==> src/rtl/exc_pkg.sv <==
/*
 * Constants and types for the exception entry unit: vectors, mode codes,
 * status bit positions, link offsets and latency counts.
 * Assumes one 40 MHz core clock and a synchronous active-high reset.
 */
package exc_pkg;
    localparam int          ADDR_W        = 32;
    localparam int          PSR_W         = 32;
    localparam logic [4:0]  MODE_USR      = 5'h10;
    localparam logic [4:0]  MODE_FIQ      = 5'h11;
    localparam logic [4:0]  MODE_IRQ      = 5'h12;
    localparam logic [4:0]  MODE_SVC      = 5'h13;
    localparam logic [4:0]  MODE_ABT      = 5'h17;
    localparam logic [4:0]  MODE_UND      = 5'h1b;
    localparam logic [4:0]  MODE_SYS      = 5'h1f;
    localparam int          BIT_IMASK     = 7;
    localparam int          BIT_FMASK     = 6;
    localparam int          BIT_COMPACT   = 5;
    localparam logic [31:0] VEC_RESET     = 32'h0000_0000;
    localparam logic [31:0] VEC_UND       = 32'h0000_0004;
    localparam logic [31:0] VEC_SVC       = 32'h0000_0008;
    localparam logic [31:0] VEC_PREFETCH_FAULT      = 32'h0000_000c;
    localparam logic [31:0] VEC_DATA_FAULT      = 32'h0000_0010;
    localparam logic [31:0] VEC_IRQ       = 32'h0000_0018;
    localparam logic [31:0] VEC_FIQ       = 32'h0000_001c;
    localparam logic [31:0] OFS_2         = 32'h0000_0002;
    localparam logic [31:0] OFS_4         = 32'h0000_0004;
    localparam logic [31:0] OFS_8         = 32'h0000_0008;
    localparam logic [31:0] PSR_RESET     = 32'h0000_00d3;
    localparam int          T_SYNC_MAX    = 3;
    localparam int          T_LDM         = 20;
    localparam int          T_EXC         = 3;
    localparam int          T_FIQ         = 2;
    localparam int          T_MIN_LAT     = 4;

    typedef enum logic [2:0] {
        EXC_NONE  = 3'h0,
        EXC_RESET = 3'h1,
        EXC_DATA_FAULT  = 3'h2,
        EXC_FIQ   = 3'h3,
        EXC_IRQ   = 3'h4,
        EXC_PREFETCH_FAULT  = 3'h5,
        EXC_UND   = 3'h6,
        EXC_SVC   = 3'h7
    } exc_kind_t;

    // entry sequencer: gray along idle -> entry -> fetch
    typedef enum logic [1:0] {
        ST_RUN   = 2'b00,
        ST_ENTER = 2'b01,
        ST_FETCH = 2'b11
    } ent_state_t;

    typedef struct packed {
        logic        valid;
        logic [31:0] pc;
        logic        is_bl;
        logic        is_svc;
        logic        is_undef;
        logic        prefetch_fault_mark;
        logic        is_return;
        logic        ret_data_fault;
    } instr_end_t;

    typedef struct packed {
        logic        valid;
        logic        is_fetch;
        logic        is_swap;
        logic        is_block;
        logic        is_word;
    } mem_cycle_t;
endpackage : exc_pkg

==> src/rtl/exc_entry.sv <==
/*
 * Exception entry and priority unit of the core: samples interrupt and fault
 * inputs, ranks pending exceptions at instruction end, computes link value,
 * vector, mode and mask updates, and gates register writes after block transfer faults.
 * Assumes the decoder reports instruction ends and memory cycles on CLK_I.
 */
`timescale 1ns/1ps
module exc_entry
    import exc_pkg::*;
(
    input  wire logic        CLK_I,
    input  wire logic        SYS_RST_I,
    input  wire logic        FAST_IRQ_N_I,
    input  wire logic        IRQ_REQ_N_I,
    input  wire logic        IRQ_SYNC_SELECT_I,
    input  wire logic        MEM_FAULT_I,
    input  wire mem_cycle_t  MEM_CYC_I,
    input  wire instr_end_t  INSTR_END_I,
    input  wire logic        FLUSH_I,
    input  wire logic        PSR_WR_I,
    input  wire logic [31:0] PSR_WDATA_I,
    input  wire logic [31:0] SAVED_PSR_I,
    input  wire logic        BLOCK_DONE_I,
    output logic             ENTRY_O,
    output logic [31:0]      VECTOR_O,
    output logic [31:0]      LINK_O,
    output logic             LINK_WE_O,
    output logic [31:0]      STATUS_O,
    output logic [31:0]      SAVED_STATUS_O,
    output logic             REG_WR_BLOCK_O,
    output logic             BASE_WB_OK_O,
    output logic             STATE_UNDO_O
);
    logic [1:0]  fsync_r, irq_sync_select_r;
    logic        fiq_lvl, irq_lvl;
    logic [31:0] psr_r, psr_nxt, saved_status_reg_r, saved_status_reg_nxt;
    logic [31:0] link_r, link_nxt, vec_r, vec_nxt;
    logic        entry_r, entry_nxt, lwe_r, lwe_nxt;
    logic        data_fault_r, data_fault_nxt, blk_r, blk_nxt;
    logic        undo_r, undo_nxt, bwb_r, bwb_nxt;
    logic        chain_r, chain_nxt;
    logic [31:0] chain_pc_r, chain_pc_nxt;
    ent_state_t  st_r, st_nxt;
    exc_kind_t   kind;
    logic        priv;
    localparam int FIQ_ENTRY_MAX = T_FIQ;

    // first stage is read only by the second
    always_ff @(posedge CLK_I) begin
        if (SYS_RST_I) begin
            fsync_r <= 2'b11;
            irq_sync_select_r <= 2'b11;
        end else begin
            fsync_r <= {fsync_r[0], FAST_IRQ_N_I};
            irq_sync_select_r <= {irq_sync_select_r[0], IRQ_REQ_N_I};
        end
    end

    // synchronous mode skips the synchroniser; async costs the extra cycles
    always_comb begin
        fiq_lvl = IRQ_SYNC_SELECT_I ? ~FAST_IRQ_N_I : ~fsync_r[1];
        irq_lvl = IRQ_SYNC_SELECT_I ? ~IRQ_REQ_N_I  : ~irq_sync_select_r[1];
        priv    = psr_r[4:0] != MODE_USR;
    end

    // fixed ranking at the end of an instruction
    always_comb begin
        kind = EXC_NONE;
        if (INSTR_END_I.valid) begin
            if (data_fault_r)                                    kind = EXC_DATA_FAULT;
            else if (fiq_lvl && !psr_r[BIT_FMASK])         kind = EXC_FIQ;
            else if (irq_lvl && !psr_r[BIT_IMASK])         kind = EXC_IRQ;
            else if (INSTR_END_I.prefetch_fault_mark && !FLUSH_I)    kind = EXC_PREFETCH_FAULT;
            else if (INSTR_END_I.is_undef)                 kind = EXC_UND;
            else if (INSTR_END_I.is_svc)                   kind = EXC_SVC;
        end
    end

    always_comb begin
        psr_nxt      = psr_r;
        saved_status_reg_nxt     = saved_status_reg_r;
        link_nxt     = link_r;
        vec_nxt      = vec_r;
        entry_nxt    = 1'b0;
        lwe_nxt      = 1'b0;
        data_fault_nxt     = data_fault_r;
        blk_nxt      = blk_r;
        undo_nxt     = 1'b0;
        bwb_nxt      = 1'b0;
        chain_nxt    = chain_r;
        chain_pc_nxt = chain_pc_r;
        st_nxt       = st_r;
        // privileged writes only; user writes leave the masks alone
        if (PSR_WR_I && priv) begin
            psr_nxt = {psr_r[31:8], PSR_WDATA_I[7:6], psr_r[5], PSR_WDATA_I[4:0]};
        end
        if (INSTR_END_I.valid && INSTR_END_I.is_return) begin
            psr_nxt = SAVED_PSR_I;
        end
        if (INSTR_END_I.valid && INSTR_END_I.is_bl) begin
            link_nxt = INSTR_END_I.pc + (psr_r[BIT_COMPACT] ? OFS_2 : OFS_4);
            lwe_nxt  = 1'b1;
        end
        unique case (st_r)
            ST_RUN: begin
                if (kind != EXC_NONE) begin
                    entry_nxt = 1'b1;
                    lwe_nxt   = 1'b1;
                    saved_status_reg_nxt  = psr_r;
                    psr_nxt[BIT_COMPACT] = 1'b0;
                    st_nxt    = ST_ENTER;
                    unique case (kind)
                        EXC_DATA_FAULT: begin
                            data_fault_nxt = 1'b0;
                            link_nxt = INSTR_END_I.pc + OFS_8;
                            vec_nxt  = VEC_DATA_FAULT;
                            psr_nxt[4:0] = MODE_ABT;
                            psr_nxt[BIT_IMASK] = 1'b1;
                            // chained fast entry resumes the abort handler
                            chain_nxt    = fiq_lvl && !psr_r[BIT_FMASK];
                            chain_pc_nxt = VEC_DATA_FAULT;
                        end
                        EXC_FIQ: begin
                            link_nxt = INSTR_END_I.pc + OFS_4;
                            vec_nxt  = VEC_FIQ;
                            psr_nxt[4:0] = MODE_FIQ;
                            psr_nxt[BIT_IMASK] = 1'b1;
                            psr_nxt[BIT_FMASK] = 1'b1;
                        end
                        EXC_IRQ: begin
                            link_nxt = INSTR_END_I.pc + OFS_4;
                            vec_nxt  = VEC_IRQ;
                            psr_nxt[4:0] = MODE_IRQ;
                            psr_nxt[BIT_IMASK] = 1'b1;
                        end
                        EXC_PREFETCH_FAULT: begin
                            link_nxt = INSTR_END_I.pc + OFS_4;
                            vec_nxt  = VEC_PREFETCH_FAULT;
                            psr_nxt[4:0] = MODE_ABT;
                            psr_nxt[BIT_IMASK] = 1'b1;
                        end
                        EXC_UND: begin
                            link_nxt = INSTR_END_I.pc + (psr_r[BIT_COMPACT] ? OFS_2 : OFS_4);
                            vec_nxt  = VEC_UND;
                            psr_nxt[4:0] = MODE_UND;
                            psr_nxt[BIT_IMASK] = 1'b1;
                        end
                        default: begin
                            link_nxt = INSTR_END_I.pc + (psr_r[BIT_COMPACT] ? OFS_2 : OFS_4);
                            vec_nxt  = VEC_SVC;
                            psr_nxt[4:0] = MODE_SVC;
                            psr_nxt[BIT_IMASK] = 1'b1;
                        end
                    endcase
                end
            end
            ST_ENTER: begin
                st_nxt = ST_FETCH;
                if (chain_r) begin
                    entry_nxt = 1'b1;
                    lwe_nxt   = 1'b1;
                    link_nxt  = chain_pc_r + OFS_4;
                    vec_nxt   = VEC_FIQ;
                    saved_status_reg_nxt  = psr_r;
                    psr_nxt[4:0] = MODE_FIQ;
                    psr_nxt[BIT_IMASK] = 1'b1;
                    psr_nxt[BIT_FMASK] = 1'b1;
                    chain_nxt = 1'b0;
                end
            end
            ST_FETCH: st_nxt = ST_RUN;
        endcase
        // classified last so a new fault beats a clear in the same cycle
        if (BLOCK_DONE_I) blk_nxt = 1'b0;
        if (MEM_CYC_I.valid && MEM_FAULT_I && !MEM_CYC_I.is_fetch) begin
            data_fault_nxt = 1'b1;
            if (MEM_CYC_I.is_swap)  undo_nxt = 1'b1;
            if (MEM_CYC_I.is_word)  bwb_nxt  = 1'b1;
            if (MEM_CYC_I.is_block) begin
                blk_nxt = 1'b1;
                bwb_nxt = 1'b1;
            end
        end
    end

    // link and saved status carry no reset; their contents are undefined
    always_ff @(posedge CLK_I) begin
        link_r     <= link_nxt;
        saved_status_reg_r     <= saved_status_reg_nxt;
        chain_pc_r <= chain_pc_nxt;
    end

    always_ff @(posedge CLK_I) begin
        if (SYS_RST_I) begin
            psr_r   <= PSR_RESET;
            vec_r   <= VEC_RESET;
            entry_r <= 1'b1;
            lwe_r   <= 1'b0;
            data_fault_r  <= 1'b0;
            blk_r   <= 1'b0;
            undo_r  <= 1'b0;
            bwb_r   <= 1'b0;
            chain_r <= 1'b0;
            st_r    <= ST_RUN;
        end else begin
            psr_r   <= psr_nxt;
            vec_r   <= vec_nxt;
            entry_r <= entry_nxt;
            lwe_r   <= lwe_nxt;
            data_fault_r  <= data_fault_nxt;
            blk_r   <= blk_nxt;
            undo_r  <= undo_nxt;
            bwb_r   <= bwb_nxt;
            chain_r <= chain_nxt;
            st_r    <= st_nxt;
        end
    end

    always_comb begin
        ENTRY_O        = entry_r;
        VECTOR_O       = vec_r;
        LINK_O         = link_r;
        LINK_WE_O      = lwe_r;
        STATUS_O       = psr_r;
        SAVED_STATUS_O = saved_status_reg_r;
        REG_WR_BLOCK_O = blk_r;
        BASE_WB_OK_O   = bwb_r;
        STATE_UNDO_O   = undo_r;
    end
endmodule : exc_entry

==> config.mk <==
export PLATFORM = sky130hd
export DESIGN_NAME = exc_entry
export DESIGN_NICKNAME = d
export VERILOG_FILES = /design/src/rtl/exc_pkg.sv /design/src/rtl/exc_entry.sv
export SDC_FILE = /design/constraint.sdc
export NUM_CORES = 1
export LEC_CHECK = 0
export ABC_AREA = 1
export BUFFER_PORTS_ARGS = -buffer_cell sky130_fd_sc_hd__buf_2
export CORE_MARGIN = 2
export CORE_UTILIZATION = 33
export CTS_CLUSTER_SIZE = 14
export DETAILED_ROUTE_END_ITERATION = 10
export PLACE_DENSITY = 0.68
export SETUP_SLACK_MARGIN = 0.05
export SYNTH_ARGS = -nofsm -noshare
export SYNTH_HDL_FRONTEND = slang
export SYNTH_SLANG_ARGS = --single-unit
==> constraint.sdc <==
create_clock -name CLK_I -period 2.5 [get_ports CLK_I]
set_clock_uncertainty 0.2 [all_clocks]
set_input_delay 0.75 -clock CLK_I [delete_from_list [all_inputs] [get_ports CLK_I]]
set_output_delay 0.75 -clock CLK_I [all_outputs]
set_load 0.03 [all_outputs]
# Yosys cells after proc, flatten, opt, wreduce, memory -nomap -nowiden
# Cells that the tools add are included.
# totals
reg_bits	141
input_bits	117
output_inout_bits	133
elab_cells	112
# op_classes
n_addsub	3
eq_ne	11
muxes	54
bitwise	5
n_reduce_logical	24
# ops
cell	n
$mux 32	8
$pmux 32 s2	4
$add 32x3->32	1
$add 32x3->32 const B	1
$add 32x4->32 const B	1
$pmux 5 s5	1
$mux 3	8
$mux 1	21
$mux 8	2
$pmux 4 s4	1
$pmux 5 s2	1
$eq 3x3->1 const B	3
$reduce_and 3->1	3
$logic_and 1x1->1	8
$reduce_bool 2->1	4
$eq 3x2->1 const B	2
$pmux 1 s2	3
$pmux 2 s3	1
$mux 5	1
$ne 5x5->1 const B	1
$not 1->1	5
$logic_not 1->1	4
$mux 2	2
$ne 2x2->1 const B	2
other kinds (8)	9

# Depth between registers and ports, before layout
# depth
ltp_word	12
depth_mapped	17
depth_no_buf	16

# Worst setup path after synthesis
# No wires, ideal clock.
# synth_timing
path_type	input port to flip-flop
start	input port INSTR_END_I[7] in the netlist's numbering
end	register link_r[25] (netlist: LINK_O[25])
setup_time_ns	0.062
arrival_ns	2.390
t_required_ns	2.238
path_slack_ns	-0.152
cell_stages	10
n_path_buf	0
cell_sequence	ha_1 inv_1 fa_1 nor2_1 nand2_1 nor2_1 nand2_1 xor2_1 or2_2 nand3_1
# synth_between
elab_chain_cells	4
word_cells_on_any_way	8
cone_classes	add/sub: 3; mux: 5
# synth_lines
element	line_no	source
start, declared	exc_entry.sv:18	input wire instr_end_t INSTR_END_I,
$add 32x3->32, or another cell as far along	exc_entry.sv:101, exc_entry.sv:143, exc_entry.sv:149	
$pmux 32 s2 / $mux 32 (equally long branches)	exc_entry.sv:112, exc_entry.sv:100	
$mux 32 (on tied branches)	exc_entry.sv:106, exc_entry.sv:159	
$pmux 32 s2 *	exc_entry.sv:104	unique case (st_r)
via link_nxt[25]	exc_entry.sv:37	logic [31:0] link_r, link_nxt, vec_r, vec_nxt;
end signal, assigned	exc_entry.sv:188	link_r <= link_nxt;
end, declared	exc_entry.sv:37	
# Mark *: on every way through the listed nets, which the timed path passes. The rest lies on a longest branch.
# A chain may end at the register's enable or synchronous reset.

# Worst setup path after layout
# Same ends and word-level chain as after synthesis.

==> results.yml <==
min_path:
  hold_path_class: "reg -> reg"
global_route:
  overflow: 0
  grt_antenna_before_repair: 1
  grt_pass1_wl_mm: 34.7
  grt_start_max_net_pins: 36
  grt_pass1_vias: 6776
  grt_use_total_pct: 19.9
cts:
  cts-hold-fix-buffers: 0
  cts_tree: "yes"
  cts.sinks: 112
  numCtsBuffers: 9
  cts_buffer_depth: 2
  cts_max_level: 3
  clk_pin_slew_ps: 80
  cts_root_buffer: "clkbuf_16"
  clock_latency_ps: 370
yosys:
  ys_warn_count: 0
  synthesis.area_mm2: 0.00692
  synth_cell_types: 46
  async_flop_share_pct: 0
  ys.flop_type: "dfxtp_1"
  synth_top_area_share_pct: 23.2
  syn_area_per_cell_um2: 7.00
  synth_common_cells: "nand2_1 (249), nor2_1 (138), inv_1 (101)"
  ys_seq_area_share_pct: 37.0
  yosysMostFrequentCell: "nand2_1"
  synth_top_area_cell: "dfxtp_1"
  yosys-top-cells-area: "dfxtp_1 (23%), edfxtp_1 (14%), nand2_1 (14%)"
  synth_edf_count: 32
  ys_seq_elements: 112
  syn-instance-count: 988
detailed_routing:
  drt_iter0_markers: 469
  vias: 7399
  drt_first_pass_iters: 6
  drc_errors: 0
  antenna_left: 0
  routed_via_density: 4.77
  wirelength_mm: 22.6
  wl_per_cell_um: 14.6
power_and_ir_drop:
  p_leak_nw: 4.60
  finalPower_w: 0.00599
  ir_drop_v: 0.000318
  p_per_area_mw_per_mm2: 646
setup_path:
  critPathArrivalTime_ps: 2400
  worstSetupPathType: "in -> reg"
  critPathRequiredTime_ps: 2550
  ff2ff_setup_slack_ps: 250
  worst-path-max-fanout: 3
  worst_setup_path_start_kind: "input pin"
  end_kind: "flip-flop"
die:
  die_w_um: 149
  initial_core_util_pct: 33.9
  dieArea_mm2: 0.0221
  ios: 250
  placementRows: 52
  die_h_um: 149
  core_mm2: 0.0204
sta:
  post-route-period-util_pct: 93.7
  clock.fmax_mhz: 427
  fin_crit_ps: 2340
  finalHoldViolations: 0
  finalWorstSetupSlack_ps: 157
  setup_viol: 0
  drv_slew: 0
  rsz0062_at_grt: "false"
place:
  dpl.hpwl_mm: 18.2
  io_buffers: 194
  place_congestion: 0.970
  placed_area_mm2: 0.00894
  pre_cts_slack_ps: -243
final_layout:
  drive_gt1_share_pct: 29.3
  antenna_cells: 0
  final_core_util_pct: 45.4
  fin_nets: 1399
  nFillCells: 2063
  final_area_mm2: 0.00927
  areaGrowthSynthToFinish_pct: 33.9
outcome:
  status: "complete, no violations"
run:
  drv_cap: 0
-- critical path, stage by stage --
cell and delay, ps:
buf_2 120, ha_4 140, inv_2 40, fa_2 410
nor2_4 110, nand2_2 110, nor2_4 140, nand2_1 100
xor2_2 190, nor2_1 60, o21ai_1 140, nand3_1 80
-- per-layer routing --
metal / vias up / wire length, um / GRT usage, %
li1: 3707 / - / -
met1: 3349 / 9620 / 24.8
met2: 310 / 10800 / 34.9
met3: 31 / 1850 / 4.62
met4: 2 / 356 / 5.05
met5: - / 18 / 0
-- power by group --
part	internal, W	total [W]	switching [W]
Clock	0.000709	0.00146	0.000748
Sequential	0.00217	0.00232	0.000144
Combinational	0.000713	0.00221	0.00150
Total	0.00360	0.00599	0.00239
-- cells in the final DEF (no fill, tap or decap), types with 7 or more instances in the layout --
| master | instances |
|---|---|
| edfxtp_1 | 32 |
| xor2_1 | 48 |
| nand2_1 | 248 |
| buf_4 | 107 |
| inv_1 | 100 |
| nor2_1 | 135 |
| nor3_1 | 13 |
| inv_2 | 7 |
| nand2_2 | 8 |
| conb_1 | 29 |
| o211ai_1 | 14 |
| buf_12 | 7 |
| nand3_1 | 64 |
| dfxtp_1 | 79 |
| nand4_1 | 14 |
| buf_2 | 194 |
| a21oi_1 | 37 |
| o21ai_0 | 60 |
| clkbuf_16 | 9 |
-- worst paths after layout --
path	to	from	depth (start not counted)
max	LINK_O[25]	INSTR_END_I[7]	12
min reg2reg	irq_sync_select_r[1]	irq_sync_select_r[0]	1
max reg2reg	LINK_O[25]	STATUS_O[5]	11
min	irq_sync_select_r[1]	irq_sync_select_r[0]	1
-- metrics by stage --
stage / cells / setup TNS, ps / hold WS [ps]
after CTS: 1552 / 0 / 223
after detailed placement: 1536 / -5720 / 202
after global routing: 1552 / 0 / 254
after floorplan: 1016 / 0 / 189
after global placement: 1536 / -4310 / 195
final: 1552 / 0 / 220
-- flip-flops by register name (all words and copies together) (netlist names) --
name               cells
BASE_WB_OK_O           1
ENTRY_O                1
LINK_O                32
LINK_WE_O              1
REG_WR_BLOCK_O         1
SAVED_STATUS_O        32
STATE_UNDO_O           1
STATUS_O              32
VECTOR_O               3
chain_r                1
data_fault_r           1
fsync_r                2
irq_sync_select_r      2
st_r                   2
-- logic make-up after synthesis --
kind of cell	synth area share, %
simple gates	33.2
buf+inv	11.2
compound gates	10.8
flops	37.0
xor+xnor	6.58
fa+ha+maj	1.01
other cells	0.0542
mux	0.145
-- repair_timing --
item,4_1_cts,5_1_grt
gates resized for setup,0,5
endpoints found under the hold margin,0,0
setup endpoints to repair,0,5
setup buffers,0,0
-- layout make-up --
type	count	area (um2)	share of cell area, %
Clock buffer	9	225	2.43
Clock inverter	7	73.8	0.797
Inverter	107	402	4.33
Multi-Input combinational cell	739	3750	40.5
Sequential cell	112	2560	27.7
Tap cell	270	338	3.65
Timing Repair Buffer	308	1910	20.7
Power figures use the tool's default switching activity.
